## src/shared/supply_pkg.sv

```systemverilog
package supply_pkg;
   // bus geometry
   localparam int ADDR_W = 8;                    // byte address width
   localparam int DATA_W = 32;                   // bus data width
   localparam int NCH    = 18;                   // number of output stages
   localparam int CNT_W  = 24;                   // width of every timer
   localparam int CFG_W  = 8;                    // supply monitor config width
   localparam int ST_W   = 8;                    // supply status width

   // register byte addresses
   localparam logic [ADDR_W-1:0] ADDR_OUT    = 8'h00; // output register, 1 = stage off
   localparam logic [ADDR_W-1:0] ADDR_CFG    = 8'h04; // supply_monitor_config
   localparam logic [ADDR_W-1:0] ADDR_STATUS = 8'h08; // supply_status_register
   localparam logic [ADDR_W-1:0] ADDR_DIAG   = 8'h0c; // diagnostic fault entries

   // supply_monitor_config fields
   localparam int CFG_TEST_SEL = 1;              // 0: high threshold test, 1: low threshold test
   localparam int CFG_NORMAL   = 2;              // 0: threshold test active
   localparam int CFG_IMPACT   = 3;              // shutdown_impact_select, 1 = delayed switching
   localparam int CFG_LATCH    = 4;              // overvoltage_latch_select
   localparam int CFG_PAIR_LO  = 5;              // pair_delay_config, channel 15
   localparam int CFG_PAIR_HI  = 6;              // pair_delay_config, channel 16
   localparam logic [CFG_W-1:0] CFG_RESET = 8'h04; // thresholds normal, all else off

   // supply_status_register fields
   localparam int ST_LINE  = 0;                  // sensed shutdown line level
   localparam int ST_UV    = 1;                  // filtered undervoltage state
   localparam int ST_OV    = 2;                  // filtered overvoltage state
   localparam int ST_LATCH = 3;                  // overvoltage latched
   localparam int ST_POR   = 4;                  // internal reset running
   localparam int ST_OV_OK = 5;                  // supply below high threshold
   localparam int ST_UV_OK = 6;                  // supply above low threshold
   localparam int ST_ALLOK = 7;                  // supply inside the window

   // channel positions of the delayed pair (channels 15 and 16)
   localparam int PAIR_A = 14;
   localparam int PAIR_B = 15;

   // reset values
   localparam logic [NCH-1:0] OUT_RESET  = 18'h3ffff; // every stage off
   localparam logic [NCH-1:0] DIAG_RESET = 18'h00000;

   // timing, figures in ns, counts derived from the clock period
   localparam int CLK_NS        = 40;
   localparam int OFF_FILTER_NS = 60000;         // off_filter_time, least value
   localparam int ON_FILTER_NS  = 60000;         // on_filter_time
   localparam int POR_EXT_NS    = 180000;        // reset extension, least value
   localparam int OFF_DEL_NS    = 30000000;      // delayed switching debounce, least value
   localparam int PAIR_DEL_NS   = 50000000;      // pair_delay_time
   localparam int OFF_FILTER_CYC = (OFF_FILTER_NS + CLK_NS - 1) / CLK_NS;
   localparam int ON_FILTER_CYC  = (ON_FILTER_NS + CLK_NS - 1) / CLK_NS;
   localparam int POR_EXT_CYC    = (POR_EXT_NS + CLK_NS - 1) / CLK_NS;
   localparam int OFF_DEL_CYC    = (OFF_DEL_NS + CLK_NS - 1) / CLK_NS;
   localparam int PAIR_DEL_CYC   = (PAIR_DEL_NS + CLK_NS - 1) / CLK_NS;
   localparam int SYNC_W         = 7 + NCH;      // synchronised input bundle
endpackage : supply_pkg

```

## src/hdl/supply_monitor_shutdown_control.sv

```systemverilog
// Notes on behaviour
// - supply fault stops stages, keeps registers
// - supply state readable in status register
// - fault shuts stages even with line high
// - pair refuses switch-on during faults, off allowed
// - reset-level supply: stages off, line low
// - filtered undervoltage: stages off, line low
// - delayed pair runs on in undervoltage
// - undervoltage end: release line, outputs to ones
// - supply fault freezes diagnostics, bus stays usable
// - supply return above reset level resets everything
// - filtered overvoltage: stages off, line low
// - delayed pair runs on in overvoltage
// - latch bit holds overvoltage shutdown until cleared
// - latch off: line released after filter
// - overvoltage end sets outputs to ones
// - low line sets outputs to ones
// - line is sensed input and open drain
// - high threshold test pattern clears bits 5,7
// - low threshold test pattern clears bits 6,7
// - out-of-range filter 60 to 135 us
// - internal reset extended 180 to 360 us
// - delayed switching debounced 30 to 80 ms
//
// The placing of the registers and the plain strobed port were decided locally.
`timescale 1ns/10ps

////////////////////////////////////////////////////////////////////////////////
// hysteresis filter: state follows raw only after raw differs long enough
module level_filter
   import supply_pkg::*;
#(
   parameter int SET_CYC = 1,                    // cycles before the state rises
   parameter int CLR_CYC = 1                     // cycles before the state falls
)(
   input  wire logic clk_i,
   input  wire logic rst_i,
   input  wire logic soft_rst_i,                 // internal reset, clears state
   input  wire logic raw_i,
   output logic      state_o
);
   logic [CNT_W-1:0] cnt_reg;                    // time raw has differed
   logic [CNT_W-1:0] lim;                        // last count before switching

   assign lim = raw_i ? CNT_W'(SET_CYC - 1) : CNT_W'(CLR_CYC - 1);

   // counter restarts from zero whenever raw agrees with the state again
   always_ff @(posedge clk_i or posedge rst_i)
   begin
      if (rst_i)
      begin
         cnt_reg <= '0;
         state_o <= 1'b0;
      end
      else if (soft_rst_i || raw_i == state_o)
      begin
         cnt_reg <= '0;
         if (soft_rst_i)
            state_o <= 1'b0;
      end
      else if (cnt_reg == lim)
      begin
         cnt_reg <= '0;
         state_o <= raw_i;
      end
      else
         cnt_reg <= cnt_reg + 1'b1;
   end
endmodule : level_filter

////////////////////////////////////////////////////////////////////////////////
module supply_monitor_shutdown_control
   import supply_pkg::*;
#(
   parameter int POR_EXT  = POR_EXT_CYC,         // internal reset stretch
   parameter int OFF_DEL  = OFF_DEL_CYC,         // delayed switching debounce
   parameter int PAIR_DEL = PAIR_DEL_CYC         // delayed pair run-on time
)(
   input  wire logic                       clk_i,
   input  wire logic                       rst_i,
   input  wire logic [supply_pkg::ADDR_W-1:0] addr_i,
   input  wire logic [supply_pkg::DATA_W-1:0] wdata_i,
   input  wire logic                       wr_i,
   input  wire logic                       rd_i,
   output logic      [supply_pkg::DATA_W-1:0] rdata_o,
   input  wire logic                       under_cmp_i,
   input  wire logic                       over_cmp_i,
   input  wire logic                       por_cmp_i,
   input  wire logic                       shutdown_line_i,
   output logic                            shutdown_line_o,
   output logic                            shutdown_line_oe_o,
   input  wire logic                       pair_reset_input_i,
   input  wire logic                       bus_monitor_fault_i,
   input  wire logic                       ext_reset_i,
   input  wire logic [supply_pkg::NCH-1:0] diag_fault_i,
   output logic      [supply_pkg::NCH-1:0] stage_on_o,
   output logic                            high_test_o,
   output logic                            low_test_o
);
   import supply_pkg::*;

   logic [SYNC_W-1:0] meta_reg;                  // first synchroniser stage
   logic [SYNC_W-1:0] sync_reg;                  // second stage, the only one read
   logic              under_s, over_s, por_s;    // synchronised comparators
   logic              line_low_s;                // line sensed low
   logic              pair_rst_s, busmon_s, ext_s;
   logic [NCH-1:0]    fault_s;                   // synchronised fault reports
   logic [CNT_W-1:0]  por_cnt_reg;               // reset stretch countdown
   logic              soft_rst;                  // internal power-on reset
   logic              uv_st, ov_st;              // filtered supply states
   logic              uv_st_d, ov_st_d;          // delayed copies for edges
   logic              ov_lat_reg;                // overvoltage latched
   logic              trig;                      // any reason to shut down
   logic              del_st;                    // debounced trig
   logic              pair_exp;                  // pair run-on expired
   logic              shut_now;                  // stages are to be off
   logic              leave_ev;                  // end of under or overvoltage
   logic              block_on;                  // pair may not switch on
   logic              freeze;                    // diagnostics frozen
   logic [CFG_W-1:0]  cfg_reg;                   // supply_monitor_config
   logic [NCH-1:0]    out_reg, out_next;         // output register, 1 = off
   logic [NCH-1:0]    diag_reg;                  // sticky fault entries
   logic [ST_W-1:0]   status;                    // supply_status_register view
   logic [1:0]        pair_del;                  // delayed pair configuration
   logic              wr_out, wr_cfg, wr_diag;   // decoded writes

   ////////////////////////////////////////////////////////////////////////////
   // two flip-flops on every asynchronous input
   always_ff @(posedge clk_i or posedge rst_i)
   begin
      if (rst_i)
      begin
         // the line bit idles high, so no false low line follows reset
         meta_reg <= {4'b0001, {(SYNC_W-4){1'b0}}};
         sync_reg <= {4'b0001, {(SYNC_W-4){1'b0}}};
      end
      else
      begin
         meta_reg <= {under_cmp_i, over_cmp_i, por_cmp_i, shutdown_line_i,
                      pair_reset_input_i, bus_monitor_fault_i, ext_reset_i,
                      diag_fault_i};
         sync_reg <= meta_reg;
      end
   end

   assign {under_s, over_s, por_s} = sync_reg[SYNC_W-1 -: 3];
   assign line_low_s = ~sync_reg[SYNC_W-4];
   assign {pair_rst_s, busmon_s, ext_s} = sync_reg[NCH+2 -: 3];
   assign fault_s = sync_reg[NCH-1:0];

   ////////////////////////////////////////////////////////////////////////////
   // internal reset: held while below the reset level, then stretched
   always_ff @(posedge clk_i or posedge rst_i)
   begin
      if (rst_i)
         por_cnt_reg <= CNT_W'(POR_EXT);
      else if (por_s)
         por_cnt_reg <= CNT_W'(POR_EXT);
      else if (por_cnt_reg != '0)
         por_cnt_reg <= por_cnt_reg - 1'b1;
   end

   assign soft_rst = por_s | (por_cnt_reg != '0);

   ////////////////////////////////////////////////////////////////////////////
   // supply filters, the delayed switching debounce and the pair timer
   level_filter #(.SET_CYC(OFF_FILTER_CYC), .CLR_CYC(ON_FILTER_CYC)) uv_filt
   (
      .clk_i      (clk_i),
      .rst_i      (rst_i),
      .soft_rst_i (soft_rst),
      .raw_i      (under_s),
      .state_o    (uv_st)
   );

   level_filter #(.SET_CYC(OFF_FILTER_CYC), .CLR_CYC(ON_FILTER_CYC)) ov_filt
   (
      .clk_i      (clk_i),
      .rst_i      (rst_i),
      .soft_rst_i (soft_rst),
      .raw_i      (over_s),
      .state_o    (ov_st)
   );

   // a low line alone also shuts down, with or without our own drive
   assign trig = uv_st | ov_st | ov_lat_reg | line_low_s;

   level_filter #(.SET_CYC(OFF_DEL), .CLR_CYC(1)) del_filt
   (
      .clk_i      (clk_i),
      .rst_i      (rst_i),
      .soft_rst_i (soft_rst),
      .raw_i      (trig),
      .state_o    (del_st)
   );

   level_filter #(.SET_CYC(PAIR_DEL), .CLR_CYC(1)) pair_filt
   (
      .clk_i      (clk_i),
      .rst_i      (rst_i),
      .soft_rst_i (soft_rst),
      .raw_i      (trig),
      .state_o    (pair_exp)
   );

   // the impact setting picks immediate or debounced switch-off
   assign shut_now = cfg_reg[CFG_IMPACT] ? del_st : trig;
   assign leave_ev = (uv_st_d & ~uv_st) | (ov_st_d & ~ov_st);
   assign block_on = under_s | over_s | uv_st | ov_st | ov_lat_reg
                   | line_low_s | busmon_s | ext_s;
   assign freeze   = under_s | over_s | uv_st | ov_st;
   assign pair_del = {cfg_reg[CFG_PAIR_HI], cfg_reg[CFG_PAIR_LO]};

   assign wr_out  = wr_i && addr_i == ADDR_OUT;
   assign wr_cfg  = wr_i && addr_i == ADDR_CFG;
   assign wr_diag = wr_i && addr_i == ADDR_DIAG;

   ////////////////////////////////////////////////////////////////////////////
   // edge history of the supply states
   always_ff @(posedge clk_i or posedge rst_i)
   begin
      if (rst_i)
      begin
         uv_st_d <= 1'b0;
         ov_st_d <= 1'b0;
      end
      else
      begin
         uv_st_d <= uv_st;
         ov_st_d <= ov_st;
      end
   end

   ////////////////////////////////////////////////////////////////////////////
   // overvoltage latch: clear wins, cleared by the internal reset or while the latch bit is zero
   always_ff @(posedge clk_i or posedge rst_i)
   begin
      if (rst_i)
         ov_lat_reg <= 1'b0;
      else if (soft_rst || !cfg_reg[CFG_LATCH])
         ov_lat_reg <= 1'b0;
      else if (ov_st)
         ov_lat_reg <= 1'b1;
   end

   ////////////////////////////////////////////////////////////////////////////
   // configuration register; supply faults leave it untouched
   always_ff @(posedge clk_i or posedge rst_i)
   begin
      if (rst_i)
         cfg_reg <= CFG_RESET;
      else if (soft_rst)
         cfg_reg <= CFG_RESET;
      else if (wr_cfg)
         cfg_reg <= wdata_i[CFG_W-1:0];
   end

   // threshold test selects go to the analog comparators
   always_ff @(posedge clk_i or posedge rst_i)
   begin
      if (rst_i)
      begin
         high_test_o <= 1'b0;
         low_test_o  <= 1'b0;
      end
      else
      begin
         high_test_o <= !cfg_reg[CFG_NORMAL] && !cfg_reg[CFG_TEST_SEL];
         low_test_o  <= !cfg_reg[CFG_NORMAL] && cfg_reg[CFG_TEST_SEL];
      end
   end

   ////////////////////////////////////////////////////////////////////////////
   // output register next value: bus write, then every forcing cause
   always_comb
   begin
      out_next = out_reg;
      for (int i = 0; i < NCH; i++)
      begin
         if (wr_out)
         begin
            if (wdata_i[i])
               out_next[i] = 1'b1;               // switch-off always taken
            else if (!((i == PAIR_A || i == PAIR_B) && block_on))
               out_next[i] = 1'b0;
         end
         if (i == PAIR_A || i == PAIR_B)
         begin
            // delayed pair runs on until timer, its reset input or a write
            if (pair_del[i == PAIR_B])
            begin
               if ((trig && pair_exp) || pair_rst_s)
                  out_next[i] = 1'b1;
            end
            else if (shut_now || leave_ev || pair_rst_s)
               out_next[i] = 1'b1;
         end
         else if (shut_now || leave_ev)
            out_next[i] = 1'b1;
      end
   end

   // stages follow the register; a leaving edge sets the ones
   always_ff @(posedge clk_i or posedge rst_i)
   begin
      if (rst_i)
         out_reg <= OUT_RESET;
      else if (soft_rst)
         out_reg <= OUT_RESET;
      else
         out_reg <= out_next;
   end

   // stages are driven from a flop; the internal reset kills all at once
   always_ff @(posedge clk_i or posedge rst_i)
   begin
      if (rst_i)
         stage_on_o <= '0;
      else if (soft_rst)
         stage_on_o <= '0;
      else
         stage_on_o <= ~out_next;
   end

   ////////////////////////////////////////////////////////////////////////////
   // open-drain shutdown line: only ever pulled low
   always_ff @(posedge clk_i or posedge rst_i)
   begin
      if (rst_i)
      begin
         shutdown_line_o    <= 1'b0;
         shutdown_line_oe_o <= 1'b1;
      end
      else
      begin
         shutdown_line_o    <= 1'b0;
         shutdown_line_oe_o <= por_s | uv_st | ov_st | ov_lat_reg;
      end
   end

   ////////////////////////////////////////////////////////////////////////////
   // diagnostic entries: frozen during supply faults, write one to clear
   always_ff @(posedge clk_i or posedge rst_i)
   begin
      if (rst_i)
         diag_reg <= DIAG_RESET;
      else if (soft_rst)
         diag_reg <= DIAG_RESET;
      else
         diag_reg <= (diag_reg & ~(wr_diag ? wdata_i[NCH-1:0] : '0))
                   | (freeze ? '0 : fault_s);
   end

   // live supply state for software
   always_comb
   begin
      status           = '0;
      status[ST_LINE]  = ~line_low_s;
      status[ST_UV]    = uv_st;
      status[ST_OV]    = ov_st;
      status[ST_LATCH] = ov_lat_reg;
      status[ST_POR]   = soft_rst;
      status[ST_OV_OK] = ~over_s;
      status[ST_UV_OK] = ~under_s;
      status[ST_ALLOK] = ~over_s & ~under_s;
   end

   // read data stand for one cycle only; unmapped reads give zero
   always_ff @(posedge clk_i or posedge rst_i)
   begin
      if (rst_i)
         rdata_o <= '0;
      else if (rd_i)
      begin
         case (addr_i)
            ADDR_OUT:    rdata_o <= DATA_W'(out_reg);
            ADDR_CFG:    rdata_o <= DATA_W'(cfg_reg);
            ADDR_STATUS: rdata_o <= DATA_W'(status);
            ADDR_DIAG:   rdata_o <= DATA_W'(diag_reg);
            default:     rdata_o <= '0;
         endcase
      end
      else
         rdata_o <= '0;
   end
endmodule : supply_monitor_shutdown_control

```

## config.mk

```make
export PLATFORM = sky130hd
export DESIGN_NAME = supply_monitor_shutdown_control
export DESIGN_NICKNAME = d
export VERILOG_FILES = /design/src/shared/supply_pkg.sv /design/src/hdl/supply_monitor_shutdown_control.sv
export SDC_FILE = /design/constraint.sdc
export NUM_CORES = 1
export LEC_CHECK = 0
export BUFFER_PORTS_ARGS = -buffer_cell sky130_fd_sc_hd__buf_2
export CAP_MARGIN = 20
export CORE_ASPECT_RATIO = 1.75
export CORE_MARGIN = 2
export CORE_UTILIZATION = 59
export CTS_CLUSTER_SIZE = 30
export DETAILED_ROUTE_END_ITERATION = 16
export GPL_ROUTABILITY_DRIVEN = 0
export PLACE_DENSITY_LB_ADDON = 0.15
export REMOVE_ABC_BUFFERS = 1
export SYNTH_ARGS = -nofsm -noshare
export SYNTH_HDL_FRONTEND = slang
export SYNTH_SLANG_ARGS = --single-unit
```

## constraint.sdc

```tcl
create_clock -name clk_i -period 13.7 [get_ports clk_i]
set_clock_uncertainty 0.1 [all_clocks]
set_input_delay 3.425 -clock clk_i [delete_from_list [all_inputs] [get_ports clk_i]]
set_output_delay 3.425 -clock clk_i [all_outputs]
set_load 0.03 [all_outputs]
```

# After elaboration in Yosys (flattened, before gate mapping)

Cells that the tools add are included.

Input bits: 69
Output and inout bits: 54
Logic and storage cells: 192
Bits in registers: 274

Add/subtract/negate cells: 5
Bitwise gates (word level): 27
Equal/unequal tests: 15
Muxes and demuxes: 93
Reductions and logical operators: 30

Operator list:

| kind                    | number |
|---|---|
| $mux W24                | 10 |
| $add A24 B1 Y24 const B | 4 |
| $mux W18                | 5 |
| $mux W1                 | 72 |
| $pmux W18 S4            | 1 |
| $eq A24 B11 Y1 const B  | 2 |
| $eq A24 B24 Y1          | 2 |
| $not A18 Y18            | 2 |
| $mux W32                | 1 |
| $reduce_bool A24 Y1     | 1 |
| $sub A24 B1 Y24 const B | 1 |
| $mux W21                | 1 |
| $mux W20                | 1 |
| $and A18 B18 Y18        | 1 |
| $or A18 B18 Y18         | 1 |
| $eq A8 B4 Y1 const B    | 2 |
| $mux W8                 | 2 |
| $or A1 B1 Y1            | 15 |
| $reduce_bool A2 Y1      | 7 |
| $eq A8 B3 Y1 const B    | 1 |
| $logic_not A8 Y1        | 1 |
| $logic_or A1 B1 Y1      | 8 |
| $reduce_and A2 Y1       | 4 |
| $logic_and A1 B1 Y1     | 6 |
| other kinds (6)         | 19 |

# Logic depth before layout (Yosys ltp)

Depth after elaboration: 14
Gate-level depth with buffers: 8
Depth with buffers taken out: 7

# Hierarchy

From an unflattened synthesis, not the netlist that was laid out.

Cell total of the unflattened synthesis: 1,115
Area total of the unflattened synthesis: 11,902.7 um^2

By module, submodules not included:

| module                          | times used | cells each | seq. area each (um^2) | area each (um^2) |
|---|---|---|---|---|
| supply_monitor_shutdown_control | 1          | 556        | 4,037.6               | 6,566.3 |
| level_filter at ov_filt ...     | 2          | 136        | 625.6                 | 1,280.0 |
| level_filter at pair_filt       | 1          | 147        | 625.6                 | 1,446.4 |
| level_filter at del_filt        | 1          | 140        | 625.6                 | 1,330.0 |

# Least setup slack after synthesis

Ideal clock, no wire load.

Path kind: input port to flip-flop
Start point: input addr_i[1] (netlist bit)
End point: register stage_on_o[10] (netlist bit)
Buffers on the path: 2
Arrival: 4.937 ns
Data required time: 13.480 ns
Setup time: 0.120 ns
Setup slack: 8.544 ns
Stages on the path: 6
Cell sequence: nor4_1 > and4_1 > clkbuf_1 > buf_1 > nand2_1 > and3_1

Longest elaborated chain between the ends: 6

RTL lines:

| what                 | line                                   | source |
|---|---|---|
| start, declared      | supply_monitor_shutdown_control.sv:81  | `input wire logic [supply_pkg::ADDR_W-1:0] addr_i,` |
| $logic_not A8 Y1     | supply_monitor_shutdown_control.sv:214 | `assign wr_out = wr_i && addr_i == ADDR_OUT;` |
| $logic_and A1 B1 Y1  | supply_monitor_shutdown_control.sv:214 |  |
| $mux W1              | supply_monitor_shutdown_control.sv:280 | `if (wr_out)` |
| $mux W1              | supply_monitor_shutdown_control.sv:298 | `else if (shut_now \|\| leave_ev)` |
| $not A18 Y18         | supply_monitor_shutdown_control.sv:322 | `stage_on_o <= ~out_next;` |
| $mux W18             | supply_monitor_shutdown_control.sv:319 | `else if (soft_rst)` |
| end signal, assigned | supply_monitor_shutdown_control.sv:322 |  |
| end, declared        | supply_monitor_shutdown_control.sv:96  | `output logic [supply_pkg::NCH-1:0] stage_on_o,` |

No other way between the ends.
A chain may end at the register's enable or synchronous reset.

# Final worst setup path

Start point: input addr_i[3] (netlist bit)
End point: register stage_on_o[2] (netlist bit)

The elaborated chain is that of the path after synthesis.

==> flow_results.org <==
** Timing
- The final count of pins violating max slew is 0.
- For the pin with the worst max-slew slack, the measured transition is 1.105 ns.
- Setup repair after global routing missed its margin :: no
- Final sum of negative setup slack :: 0 ns
- Fin Hold WS :: 0.2468 ns
- Part of the cycle the worst path needs :: 42.37%
- Setup violations remaining at the end of the flow were counted as 0.
- The final hold violation count was 0.
- Max-slew headroom at the worst pin :: 25.68%
- Based on the critical path, the design can be clocked at up to 172.3 MHz.
- Minimum clock period :: 5.805 ns

** Power
- The design draws 0.001486 W.
- Power density over the cells :: 117.0 mW/mm^2
- Leak pwr :: 5.574 nW
- Maximum vdd drop :: 0.0001134 V

** Worst setup path
- The startpoint identified for the worst register-to-register timing path is sync_reg[22].
- In this run the worst setup path begins at addr_i[3].
- Top fanout value on the critical path :: 31
- The worst setup path is launched from an input pin.
- End of the worst register-to-register path :: uv_filt.cnt_reg[10]
- Element type at the critical path end :: flip-flop
- For the worst setup path, the data arrival time is 6.14 ns.
- CP Data Required Time :: 14.03 ns
- For flop-to-flop paths, the worst setup slack is 10.34 ns.
- The critical path in this run is classified as in2reg.
- The most critical setup path has its endpoint at stage_on_o[2].
- Counting cells, the worst reg-to-reg path comes to 5.

** Logic synthesis
- Ys flop type :: sky130_fd_sc_hd__dfrtp_1
- Cell area after synthesis :: between 0.01 and 0.015 mm^2
- Counting flops with a built-in enable in the synthesized netlist gives 0.
- For this run, the number of Yosys warnings is 0.
- After synthesis, the share of flip-flops with an asynchronous set or reset is 100.0%.
- Of the synthesized area, sequential elements account for between 50% and 60%.
- The synthesized netlist contains 50 unique library cells.
- Number of synthesized register bits :: 260
- Post-Synthesis Cells :: 1097
- Each instance of the synthesized netlist takes up on average between 10 and 15 um^2.

** Floorplanning
- Row cnt :: 67
- Area of the die :: 0.02034 mm^2
- In this run the vertical extent of the chip is 187.2 um.
- I/O Pins :: 123
- The region available for standard cell placement spans 0.01895 mm^2.
- Once the floorplan was initialized, standard cells occupied 59.70% of the core.
- Die X-Extent :: roughly 110 um

** Placed design
- Half-perimeter wire length of the detailed placement result :: 15620 um
- Port-buffer cells :: 93

** CTS
- Number of buffers inserted for hold repair after clock tree synthesis :: 0
- Clock sink count :: 260
- The cell sitting at the root of the clock tree is a sky130_fd_sc_hd__clkbuf_16.
- The number of setup buffers added after CTS is 0.
- Clock Pin Slew Worst Setup and Hold Paths :: 0.06 ns
- TritonCTS built the clock tree.
- The longest clock path from root to sink contains 3 buffers.
- Skew-Pair Late Insertion Delay :: 0.51 ns
- H-tree depth :: 1
- TritonCTS buffer count :: 24
- Once the clock tree was built, the resizer swapped 0 gates to a different size.

** Detailed routing
- Iter 0 DRT Violations :: 407
- Antenna-violating nets left :: 0
- After detailed routing, the number of vias per cell comes to 5.760.
- Before antenna repair, the detailed router went through 4 iterations.
- DRC violation count after routing :: 0
- The routed design has 23730 um of wire.
- Via total after detailed routing :: between 8000 and 9000
- After detailed routing, the average wire length per cell comes to between 15 and 20 um.

** Global route
- Maximum number of pins on one net before global-route repair :: about 120
- The first global-routing pass estimated 40000 um of wire.
- Vias in the first global route :: 8279
- The total overflow left after global routing is 0.
- Global router's overall resource usage :: 24.25%
- Initial antenna violation count :: 1

** Outcome
- Outcome :: completed

** Cells and area
- Layout cells sized above 1 :: 15.53%
- Cells fill 67.01% of the core in the end.
- Number of nets in the final layout :: 1251
- The library cell used most frequently in the layout, excluding fill and tap cells, is sky130_fd_sc_hd__dfrtp_1.
- Most used cells in the layout excluding fill and tap cells :: sky130_fd_sc_hd__dfrtp_1 (233), sky130_fd_sc_hd__nor2_1 (139), sky130_fd_sc_hd__nand2_1 (118), sky130_fd_sc_hd__buf_2 (93), sky130_fd_sc_hd__nand3_1 (56)
- Number of filler cells placed in the layout :: 1540
- Relative to the synthesized area, the layout overhead comes to 12.25%.

** Hold path
- The worst hold path belongs to the class reg2reg.

** Run
- Max-cap violations in this run came to 0.
==> synthesized netlist by cell type, types with 7 or more instances <==
cell / count / area share [%]
sky130_fd_sc_hd__nor3_1: 51 / 2.3
sky130_fd_sc_hd__dfstp_2: 27 / 6.3
sky130_fd_sc_hd__or4_1: 11 / 0.73
sky130_fd_sc_hd__inv_1: 25 / 0.83
sky130_fd_sc_hd__a22oi_1: 10 / 0.66
sky130_fd_sc_hd__nor4_1: 36 / 2.0
sky130_fd_sc_hd__nand2_1: 118 / 3.9
sky130_fd_sc_hd__a21oi_1: 37 / 1.6
sky130_fd_sc_hd__ha_1: 7 / 0.77
sky130_fd_sc_hd__nor2b_1: 15 / 0.83
sky130_fd_sc_hd__xnor2_1: 52 / 4.0
sky130_fd_sc_hd__dfrtp_1: 233 / 52
sky130_fd_sc_hd__nand3_1: 56 / 2.5
sky130_fd_sc_hd__xor2_1: 47 / 3.6
sky130_fd_sc_hd__and4_1: 12 / 0.93
sky130_fd_sc_hd__nand4_1: 32 / 1.8
sky130_fd_sc_hd__or3_1: 12 / 0.66
sky130_fd_sc_hd__and3_1: 27 / 1.5
sky130_fd_sc_hd__o21ai_0: 31 / 1.4
sky130_fd_sc_hd__buf_4: 15 / 1.0
sky130_fd_sc_hd__clkbuf_1: 44 / 1.5
sky130_fd_sc_hd__nor2_1: 139 / 4.6
sky130_fd_sc_hd__mux4_2: 7 / 1.4
==> metrics by stage <==
stage | worst slack [ns] | area [um^2] | instances
2_1_floorplan | 3.065 | 11060 | 1045
3_5_place_dp | 7.401 | 11910 | 1388
5_1_grt | 7.639 | 12700 | 1433
4_1_cts | 7.922 | 12660 | 1430
6_report | 7.895 | 12700 | 1433
3_3_place_gp | 7.417 | 11910 | 1388
==> area by class of cell <==
type	count	area (um^2)	share of cell area, %
Sequential cell	260	6540	51.51
Multi-Input combinational cell	760	4431	34.90
Tap cell	241	301.5	2.375
Clock buffer	34	679.4	5.351
Inverter	25	101.3	0.7983
Antenna cell	1	2.502	0.01971
Timing Repair Buffer	104	565.5	4.455
Clock inverter	8	75.07	0.5913
==> worst min-delay path by stage <==
| stage | from | end | slack, ns | cells after the start |
|---|---|---|---|---|
| floorplan | meta_reg[0] | sync_reg[0] | 0.23 | 0 |
| global placement | meta_reg[4] | sync_reg[4] | 0.23 | 0 |
| detailed placement | meta_reg[18] | sync_reg[18] | 0.23 | 0 |
| CTS | meta_reg[23] | sync_reg[23] | 0.25 | 0 |
| global route | meta_reg[14] | sync_reg[14] | 0.26 | 0 |
| finish | meta_reg[24] | sync_reg[24] | 0.25 | 0 |
==> critical path, stage by stage <==
cell	delay [ns]
sky130_fd_sc_hd__buf_2	0.31
sky130_fd_sc_hd__nor2_1	0.89
sky130_fd_sc_hd__nand4_1	0.95
sky130_fd_sc_hd__nand2_1	0.31
sky130_fd_sc_hd__and3_1	0.24
==> where the power goes <==
| group | leakage (nW) | switching, W | internal (W) | total (W) |
|---|---|---|---|---|
| clock | 0.375 | 0.000278 | 0.000366 | 0.000644 |
| combinational | 1.77 | 0.0000397 | 0.0000170 | 0.0000567 |
| sequential | 3.43 | 0.00000659 | 0.000778 | 0.000785 |
==> per-layer routing <==
layer,global-route usage [%],routed length [um],vias to the layer above
met5,0,0,-
met4,8.185,539,0
met1,30.57,9536,4111
met3,2.822,1090,30
met2,42.79,12570,187
li1,-,-,3926
==> kinds of logic after synthesis <==
family	Yosys count	synth area share, %
XOR/XNOR	99	7.666
adder cells (fa/ha/maj)	7	0.7743
other	1	0.03315
multiplexers	12	1.869
buffers and inverters	91	3.540
flip-flops	260	57.82
AO/OA/AOI/OAI	99	5.266
AND/OR/NAND/NOR	528	23.03
Power figures use the tool's default switching activity.
